## config.mk

```make
export PLATFORM = sky130hd
export DESIGN_NAME = priority_interrupt_nesting
export DESIGN_NICKNAME = d
export VERILOG_FILES = /design/src/irq_nest_pkg.sv /design/src/priority_interrupt_nesting.sv
export SDC_FILE = /design/constraint.sdc
export NUM_CORES = 1
export LEC_CHECK = 0
export ABC_AREA = 1
export BUFFER_PORTS_ARGS = -buffer_cell sky130_fd_sc_hd__buf_2
export CAP_MARGIN = 20
export CORE_MARGIN = 2
export CORE_UTILIZATION = 48
export CTS_CLUSTER_SIZE = 8
export DETAILED_ROUTE_END_ITERATION = 8
export MAX_ROUTING_LAYER = met4
export PLACE_DENSITY = 0.84
export SKIP_LAST_GASP = 1
export SYNTH_ARGS = -nofsm -noshare
export SYNTH_HDL_FRONTEND = slang
export SYNTH_SLANG_ARGS = --single-unit
```

## constraint.sdc

```tcl
create_clock -name CLK_SYS -period 4.5 [get_ports CLK_SYS]
set_input_delay 0.675 -clock CLK_SYS [delete_from_list [all_inputs] [get_ports CLK_SYS]]
set_output_delay 0.675 -clock CLK_SYS [all_outputs]
set_load 0.01 [all_outputs]
```

## src/irq_nest_pkg.sv

```systemverilog
// Constants and state type for the three-level nesting interrupt controller
package irq_nest_pkg;

  localparam int unsigned LVL_W = 2;
  localparam int unsigned SRC_W = 2;
  localparam int unsigned MASK_W = 8;
  localparam int unsigned EXT_N = 2;

  // Priority levels, 0 lowest, 2 highest
  localparam logic [LVL_W-1:0] LVL_LOW = 2'h0;
  localparam logic [LVL_W-1:0] LVL_MAX = 2'h2;

  // Field positions in the priority selection registers
  localparam int unsigned PRIO_A_EXT0_LSB = 0;
  localparam int unsigned PRIO_A_EXT1_LSB = 2;
  localparam int unsigned PRIO_C_TIMER_LSB = 0;

  // Level mask field: number of masked levels counted from level 0
  localparam int unsigned MASK_LVL_LSB = 0;
  localparam logic [MASK_W-1:0] MASK_RESET = 8'h00;

  // Edge select encoding per pin
  localparam logic EDGE_FALL = 1'b0;
  localparam logic EDGE_RISE = 1'b1;

  // Source identifiers shown to the core
  localparam logic [SRC_W-1:0] SRC_NONE = 2'h0;
  localparam logic [SRC_W-1:0] SRC_EXT0 = 2'h1;
  localparam logic [SRC_W-1:0] SRC_EXT1 = 2'h2;
  localparam logic [SRC_W-1:0] SRC_TIMER = 2'h3;

  typedef struct packed {
    logic [EXT_N-1:0] pin_meta;
    logic [EXT_N-1:0] pin_sync;
    logic [EXT_N-1:0] pin_prev;
    logic [EXT_N-1:0] req_flag;
    logic [MASK_W-1:0] level_mask;
    logic irq_req;
    logic [LVL_W-1:0] irq_level;
    logic [SRC_W-1:0] irq_src;
    logic [EXT_N-1:0] port_in;
  } ctl_state_t;

  localparam ctl_state_t STATE_RESET = '{
    pin_meta: 2'h0, pin_sync: 2'h0, pin_prev: 2'h0, req_flag: 2'h0,
    level_mask: MASK_RESET, irq_req: 1'b0, irq_level: 2'h0,
    irq_src: SRC_NONE, port_in: 2'h0};

endpackage

```

## src/priority_interrupt_nesting.sv

```systemverilog
// Three-level interrupt priority controller with level mask and pin edge requests
////////////////////////////////////////////////////////////////////////////////
// Contract
// - Every source has a software-chosen priority level of 0, 1 or 2.
// - Level 0 is the lowest and level 2 the highest when requests are compared.
// - An 8-bit readable and writable level mask decides which levels are masked.
// - With level 0 masked, a level-0 timer request is not raised until the mask drops.
// - A request above the mask level is raised even while a handler runs, allowing nesting.
// - A setting picks which edge of external pin 0 raises its request.
// - An external pin 0 request goes to the core only while its enable bit is set.
// - A flag records a pin 0 edge and the handler clears it when servicing starts.
// - Pin 0 takes its level from one priority register and the timer from another.
// - A selection makes pins 0 and 1 interrupt inputs or plain port pins.
module priority_interrupt_nesting
  import irq_nest_pkg::*;
(
  input wire logic CLK_SYS, // System clock, 25 MHz
  input wire logic NRST, // Synchronous reset, active low
  input wire logic [EXT_N-1:0] EXT_PIN, // External interrupt pins 1 and 0
  input wire logic [EXT_N-1:0] PIN_FUNC_SEL, // 1 interrupt input, 0 port pin
  input wire logic [EXT_N-1:0] EXT_EDGE_SEL, // 1 rising, 0 falling
  input wire logic [EXT_N-1:0] EXT_IRQ_ENABLE, // Pin request enables
  input wire logic [EXT_N-1:0] FLAG_CLR, // Pulse clears pin request flag
  input wire logic [7:0] PRIO_SEL_A, // Pin 0 and pin 1 levels
  input wire logic [7:0] PRIO_SEL_C, // Timer level
  input wire logic [7:0] PRIO_SEL_E, // Spare levels, unused sources
  input wire logic TIMER_REQ, // Timer compare request, held by timer
  input wire logic MASK_WE, // Level mask write strobe
  input wire logic [MASK_W-1:0] MASK_WDATA, // Level mask write data
  input wire logic CPU_IDISABLE, // Core interrupt-disable bit
  output logic [MASK_W-1:0] MASK_RDATA, // Level mask readback
  output logic [EXT_N-1:0] EXT_FLAGS, // Pin request flags
  output logic [EXT_N-1:0] PORT_IN, // Synced pin levels in port mode
  output logic IRQ_REQ, // Request to the core
  output logic [LVL_W-1:0] IRQ_LEVEL, // Level of the raised request
  output logic [SRC_W-1:0] IRQ_SRC // Source of the raised request
);

  ctl_state_t r_reg;
  ctl_state_t r_next;

  // Levels above the top level fold onto the top level
  function automatic logic [LVL_W-1:0] clamp_lvl(input logic [LVL_W-1:0] lvl);
    clamp_lvl = (lvl > LVL_MAX) ? LVL_MAX : lvl;
  endfunction

  // Open when the level sits above every masked level
  function automatic logic lvl_open(input logic [LVL_W-1:0] lvl,
                                    input logic [MASK_W-1:0] msk);
    lvl_open = (lvl >= msk[MASK_LVL_LSB +: LVL_W]);
  endfunction

  logic [LVL_W-1:0] lvl_ext0;
  logic [LVL_W-1:0] lvl_ext1;
  logic [LVL_W-1:0] lvl_timer;
  logic [EXT_N-1:0] edge_hit;
  logic pend_ext0;
  logic pend_ext1;

  assign lvl_ext0 = clamp_lvl(PRIO_SEL_A[PRIO_A_EXT0_LSB +: LVL_W]);
  assign lvl_ext1 = clamp_lvl(PRIO_SEL_A[PRIO_A_EXT1_LSB +: LVL_W]);
  assign lvl_timer = clamp_lvl(PRIO_SEL_C[PRIO_C_TIMER_LSB +: LVL_W]);
  assign pend_ext0 = r_reg.req_flag[0] & EXT_IRQ_ENABLE[0];
  assign pend_ext1 = r_reg.req_flag[1] & EXT_IRQ_ENABLE[1];

  always_comb begin
    for (int i = 0; i < EXT_N; i++) begin
      if (EXT_EDGE_SEL[i] == EDGE_RISE) begin
        edge_hit[i] = r_reg.pin_sync[i] & ~r_reg.pin_prev[i];
      end else begin
        edge_hit[i] = ~r_reg.pin_sync[i] & r_reg.pin_prev[i];
      end
    end
  end

  ////////////////////////////////////////////////////////////////////////////////
  always_comb begin
    logic found;
    logic [LVL_W-1:0] best_lvl;
    logic [SRC_W-1:0] best_src;
    found = 1'b0;
    best_lvl = LVL_LOW;
    best_src = SRC_NONE;
    r_next = r_reg;
    r_next.pin_meta = EXT_PIN;
    r_next.pin_sync = r_reg.pin_meta;
    r_next.pin_prev = r_reg.pin_sync;
    for (int i = 0; i < EXT_N; i++) begin
      if (PIN_FUNC_SEL[i]) begin
        r_next.port_in[i] = 1'b0;
        // Edge set wins over a same-cycle clear
        r_next.req_flag[i] = edge_hit[i] | (r_reg.req_flag[i] & ~FLAG_CLR[i]);
      end else begin
        r_next.port_in[i] = r_reg.pin_sync[i];
        r_next.req_flag[i] = r_reg.req_flag[i] & ~FLAG_CLR[i];
      end
    end
    if (MASK_WE) begin
      r_next.level_mask = MASK_WDATA;
    end
    // Highest open level wins; ties go to pin 0, then pin 1, then timer
    if (pend_ext0 && lvl_open(lvl_ext0, r_reg.level_mask)) begin
      found = 1'b1;
      best_lvl = lvl_ext0;
      best_src = SRC_EXT0;
    end
    if (pend_ext1 && lvl_open(lvl_ext1, r_reg.level_mask) &&
        (!found || lvl_ext1 > best_lvl)) begin
      found = 1'b1;
      best_lvl = lvl_ext1;
      best_src = SRC_EXT1;
    end
    if (TIMER_REQ && lvl_open(lvl_timer, r_reg.level_mask) &&
        (!found || lvl_timer > best_lvl)) begin
      found = 1'b1;
      best_lvl = lvl_timer;
      best_src = SRC_TIMER;
    end
    // Raised whenever open and CPU_IDISABLE is clear, even inside a running handler
    r_next.irq_req = found & ~CPU_IDISABLE;
    r_next.irq_level = best_lvl;
    r_next.irq_src = found ? best_src : SRC_NONE;
    // Pin pipeline keeps tracking in reset, so no false edge follows release
    if (!NRST) begin
      r_next = STATE_RESET;
      r_next.pin_meta = EXT_PIN;
      r_next.pin_sync = r_reg.pin_meta;
      r_next.pin_prev = r_reg.pin_sync;
    end
  end

  always_ff @(posedge CLK_SYS) begin
    r_reg <= r_next;
  end

  assign MASK_RDATA = r_reg.level_mask;
  assign EXT_FLAGS = r_reg.req_flag;
  assign PORT_IN = r_reg.port_in;
  assign IRQ_REQ = r_reg.irq_req;
  assign IRQ_LEVEL = r_reg.irq_level;
  assign IRQ_SRC = r_reg.irq_src;
endmodule

```

# Word level (Yosys, flattened, before mapping)
# Index checks and enable logic that the tools add are counted.
totals:
  out_inout_bits: 17
  register_bits: 23
classes:
  n_lt_le_gt_ge: 8
  mux: 16
  bitwise: 19
  n_reduce_logical: 12
ops:
  columns: ["op", "n"]
  rows:
  - ["2-to-1 mux 2 bit", 8]
  - ["bitwise AND 1 bit", 9]
  - ["2-to-1 mux 1 bit", 8]
  - ["inverter 1 bit", 8]
  - ["greater-or-equal comparator 2 bit", 3]
  - ["greater-than comparator 2 bit (second input constant)", 3]
  - ["logical AND 1 bit", 5]
  - ["greater-than comparator 2 bit", 2]
  - ["OR reduction 2 bit", 2]
  - ["zero test 1 bit", 2]
  - ["logical OR 1 bit", 2]
  - ["OR 1 bit", 2]
  - ["AND reduction 2 bit", 1]

# Logic depth before layout (Yosys ltp)
logic_depth:
  word_depth: 14
  mapped_depth: 27

# Least setup slack after synthesis
# No wires, ideal clock.
synth_timing:
  kind: "input port to flip-flop"
  startpoint: "input PRIO_SEL_A[1]"
  endpoint: "register r_reg (netlist bit IRQ_LEVEL[0])"
  arrival_ns: 2.989
  cell_stages: 26
  slack_ns: 1.399
  setup_ns: 0.111
  n_path_buf: 0
  required_ns: 4.389
  cell_sequence: "inv_1 -> nand2_1 -> ha_1 -> nand2_1 -> nand3_2 -> nand2_4 -> nor2_1 -> inv_1 -> ha_1 -> nand2_1 -> nand2_1 -> nand2_1 -> nand3_2 -> nand2_2 -> nand2_1 -> nand2_2 -> inv_1 -> ha_1 -> inv_1 -> nor2_1 -> o21ai_2 -> nand2_4 -> nand2_4 -> inv_2 -> nor2_1 -> nor2_1"
synth_between:
  elab_chain_cells: 13
  word_cells_on_any_way: 17
  classes_between: "4 x order compare; 6 x mux; 7 x reduce/logical"
synth_lines:
  columns: ["item", "line", "rtl"]
  rows:
  - ["start: declaration", "priority_interrupt_nesting.sv:24", "input wire logic [7:0] PRIO_SEL_A,"]
  - ["greater-than comparator 2 bit", "priority_interrupt_nesting.sv:44", "clamp_lvl = (lvl > LVL_MAX) ? LVL_MAX : lvl;"]
  - ["2-to-1 mux 2 bit (*)", "priority_interrupt_nesting.sv:44", null]
  - ["greater-or-equal comparator 2 bit", "priority_interrupt_nesting.sv:50", "lvl_open = (lvl >= msk[MASK_LVL_LSB +: LVL_W]);"]
  - ["logical AND 1 bit", "priority_interrupt_nesting.sv:102", "if (pend_ext0 && lvl_open(lvl_ext0, r_reg.level_mask)) begin"]
  - ["2-to-1 mux 2 bit / 2-to-1 mux 1 bit (equally long branches)", "priority_interrupt_nesting.sv:102", null]
  - ["greater-than comparator 2 bit / zero test 1 bit (equally long branches)", "priority_interrupt_nesting.sv:108", "(!found || lvl_ext1 > best_lvl)) begin"]
  - ["logical OR 1 bit", "priority_interrupt_nesting.sv:108", null]
  - ["logical AND 1 bit", "priority_interrupt_nesting.sv:107", "if (pend_ext1 && lvl_open(lvl_ext1, r_reg.level_mask) &&"]
  - ["2-to-1 mux 2 bit / 2-to-1 mux 1 bit (equally long branches)", "priority_interrupt_nesting.sv:107", null]
  - ["greater-than comparator 2 bit / zero test 1 bit (equally long branches)", "priority_interrupt_nesting.sv:114", "(!found || lvl_timer > best_lvl)) begin"]
  - ["logical OR 1 bit", "priority_interrupt_nesting.sv:114", null]
  - ["logical AND 1 bit", "priority_interrupt_nesting.sv:113", "if (TIMER_REQ && lvl_open(lvl_timer, r_reg.level_mask) &&"]
  - ["2-to-1 mux 2 bit (*)", "priority_interrupt_nesting.sv:113", null]
  - ["end signal: assignment", "priority_interrupt_nesting.sv:133", "r_reg <= r_next;"]
  - ["end: declaration", "priority_interrupt_nesting.sv:39", "ctl_state_t r_reg;"]
# Every way passes the cells marked *; elsewhere a longest branch is shown, timed or not.
# A chain may end at the register's enable or synchronous reset.

# Worst setup path after layout
layout_timing:
  startpoint: "input PRIO_SEL_A[1]"
  endpoint: "register r_reg (netlist bit IRQ_LEVEL[1])"
# Same word-level chain as after synthesis.

==> results_dict.tcl <==
set metrics [dict create \
    fp-row-count 18 \
    arrival_ns 3.33 \
    worstPathRequired_ns 4.71 \
    post_cts_buffers 0 \
    grt_usage 0.166 \
    htree_levels 1 \
    synth.area.mux_share 0 \
    yosys.area_share.simple 0.259 \
    crit_path_max_fanout 4 \
    worst_setup_path_end_kind "flip-flop" \
    synth_top_family_by_area "simple AND/OR/NAND/NOR gates" \
    vias 1041 \
    synthesis.instances 165 \
    stdcell_area_sq_um 1410 \
    cp-start-kind "primary input" \
    fin_crit_sh 0.694 \
    drt.antenna.violating_nets 0 \
    cts.root.buffer_cell "clkbuf_4" \
    start_util 0.508 \
    rrSetupSlack_ns 1.56 \
    largest_reg_flops 8 \
    cts_tree "yes" \
    synth.distinct_cells 20 \
    max_clock_freq_ghz 0.320 \
    tns_ns 0 \
    grt_max_degree 13 \
    syn-num-nets 222 \
    timing.hold.ws_ns 0.348 \
    fin_crit_ns 3.12 \
    pin_count 64 \
    cts_buffer_depth 2 \
    ys_ff_latch 23 \
    power.leakage_nw 0.793 \
    syn_avg_cell_area_sq_um 7.62 \
    place.port_buffers 45 \
    hold_viol 0 \
    hp-class "flip-flop to flip-flop" \
    synth.area.top_cells "dfxtp_1 (37%), ha_1 (10%), buf_4 (9.6%), nand2_1 (6.9%), nor2_1 (6.6%)" \
    synth_xor_area_frac 0 \
    numCtsBuffers 3 \
    n_antenna_cell 0 \
    grt_pass1_vias 913 \
    fin_util 0.571 \
    worstRegToRegCells 25 \
    dr.pass1.iters 4 \
    finalSetupViolCount 0 \
    wl_per_cell_um 9.10 \
    vias_per_cell 4.63 \
    rsz0062_at_grt "no" \
    crit_type "primary input to flip-flop" \
    worstReg2RegEnd "IRQ_LEVEL[1]" \
    fin_cells 225 \
    fillers 246 \
    place.gp.congestion 0.852 \
    slew_headroom 0.856 \
    cap_violations 0 \
    synth_top_area_share 0.366 \
    hold_start "r_reg[21]" \
    dp_slack_ns 1.05 \
    clock_latency_ns 0.30 \
    final_layout_size_suffix_gt1_frac 0.359 \
    dp.cells 221 \
    drc 0 \
    placed_area_sq_um 1390 \
    rr_startpoint "MASK_RDATA[1]" \
    yosys_warnings 0 \
    fin_nets 253 \
    holdPathEnd "r_reg[19]" \
    place.detailed.hpwl_um 1730 \
    synth-compound-area-share 0.0866 \
    die_y_um 55.2 \
    worst-slew-pin-transition_ns 0.214 \
    cts_sinks 23 \
    fin_ws_ns 1.38 \
    status "complete, no violations" \
    cts.reportedPaths.clkPinSlew_ns 0.12 \
    fin_skew_ns 0.00188 \
    yosysTopAreaCell "dfxtp_1" \
    core_area_sq_um 2480 \
    ir_drop_uv 216 \
    routed_wl_um 2050 \
    antenna_found_initial 0 \
    grt_pass1_wl_um 3530 \
    power.density_nw_per_um2 280 \
    synth.cell_area_sq_um 1260 \
    seq_area_sq_um 460 \
    final_max_slew_viol_count 0 \
    syn_to_final_growth_pct 12.4 \
    ys_seq_area_frac 0.366 \
    holdPathStages 0 \
    first_iter_violations 13 \
    die-area_sq_um 3050 \
    p_total_mw 0.396 \
    ctsHoldBuffers 0 \
    postCtsResizedCells 0 \
    multi_input_area_sq_um 559 \
    grt_overflow 0 \
    synthAdderAreaFrac 0.0995 \
    fp.dieW_um 55.2 \
]
-- power breakdown --
group | switching [mW] | internal (mW)
Sequential | 0.00504 | 0.216
Clock | 0.0574 | 0.0345
Combinational | 0.0475 | 0.0360
-- layout by cell type (no fill, tap or decap), drive strengths merged --
master / netlist / final
buf: 16 / 45
nand2: 31 / 31
inv: 28 / 28
dfxtp: 23 / 23
nor2: 23 / 23
o21ai: 13 / 13
ha: 10 / 10
nand3: 10 / 10
a21oi: 5 / 5
clkbuf: 3 / 4
nor3: 2 / 2
a21boi: 1 / 1
-- worst max-delay path, stage by stage --
cell	delay, ns
buf_2	0.11
inv_1	0.07
nand2_1	0.08
ha_1	0.28
nand2_1	0.06
nand3_2	0.12
nand2_4	0.08
nor2_1	0.13
inv_1	0.06
ha_1	0.29
nand2_1	0.07
nand2_1	0.04
nand2_1	0.06
nand3_2	0.08
nand2_2	0.10
nand2_1	0.06
nand2_2	0.06
inv_1	0.04
ha_1	0.28
inv_1	0.06
nor2_1	0.04
o21ai_2	0.15
nand2_4	0.08
nand2_4	0.07
inv_2	0.04
nor2_1	0.10
nor2_1	0.04
-- how the worst max path moves through the flow --
| stage | endpoint | depth (start not counted) | slack, ns | startpoint |
|---|---|---|---|---|
| 2_1_floorplan | IRQ_LEVEL[0] | 26 | 1.40 | PRIO_SEL_A[1] |
| 4_1_cts | IRQ_LEVEL[1] | 27 | 1.37 | PRIO_SEL_A[1] |
| 3_3_place_gp | IRQ_LEVEL[1] | 27 | 1.08 | PRIO_SEL_A[1] |
| 5_1_grt | IRQ_LEVEL[1] | 27 | 1.07 | PRIO_SEL_A[1] |
| 6_report | IRQ_LEVEL[1] | 27 | 1.38 | PRIO_SEL_A[1] |
| 3_5_place_dp | IRQ_LEVEL[1] | 27 | 1.05 | PRIO_SEL_A[1] |
-- synthesized netlist by cell type --
| library cell | count |
|---|---|
| clkbuf_2 | 1 |
| nor3_1 | 2 |
| a21oi_2 | 1 |
| o21ai_0 | 11 |
| nand2_1 | 23 |
| nor2_2 | 1 |
| o21ai_2 | 2 |
| dfxtp_1 | 23 |
| nand2_4 | 5 |
| a21boi_1 | 1 |
| nand3_1 | 7 |
| inv_1 | 21 |
| ha_1 | 10 |
| nand3_2 | 3 |
| clkbuf_1 | 2 |
| inv_2 | 7 |
| nand2_2 | 3 |
| a21oi_1 | 4 |
| nor2_1 | 22 |
| buf_4 | 16 |
-- area by class of cell --
| cell class | instances | share of cell area |
|---|---|---|
| multi-input cells | 95 | 0.396 |
| flip-flops and latches | 23 | 0.326 |
| repair buffers | 45 | 0.159 |
| inverters | 28 | 0.0743 |
| well taps | 30 | 0.0265 |
| clock buffers | 4 | 0.0186 |
-- layer usage --
metal / global-route usage / up-vias / wire [um] / share of wire
met3: 0.0538 / 2 / 159 / 0.078
met5: - / - / 0 / 0
met4: 0.0488 / 0 / 23 / 0.011
met1: 0.192 / 451 / 884 / 0.43
li1: - / 553 / - / -
met2: 0.276 / 35 / 979 / 0.48
-- logic make-up after synthesis --
family,after synthesis
compound gates,19
fa+ha+maj,10
buf+inv,47
flops,23
simple gates,66
Note: power is estimated with default switching activity, not from simulation.
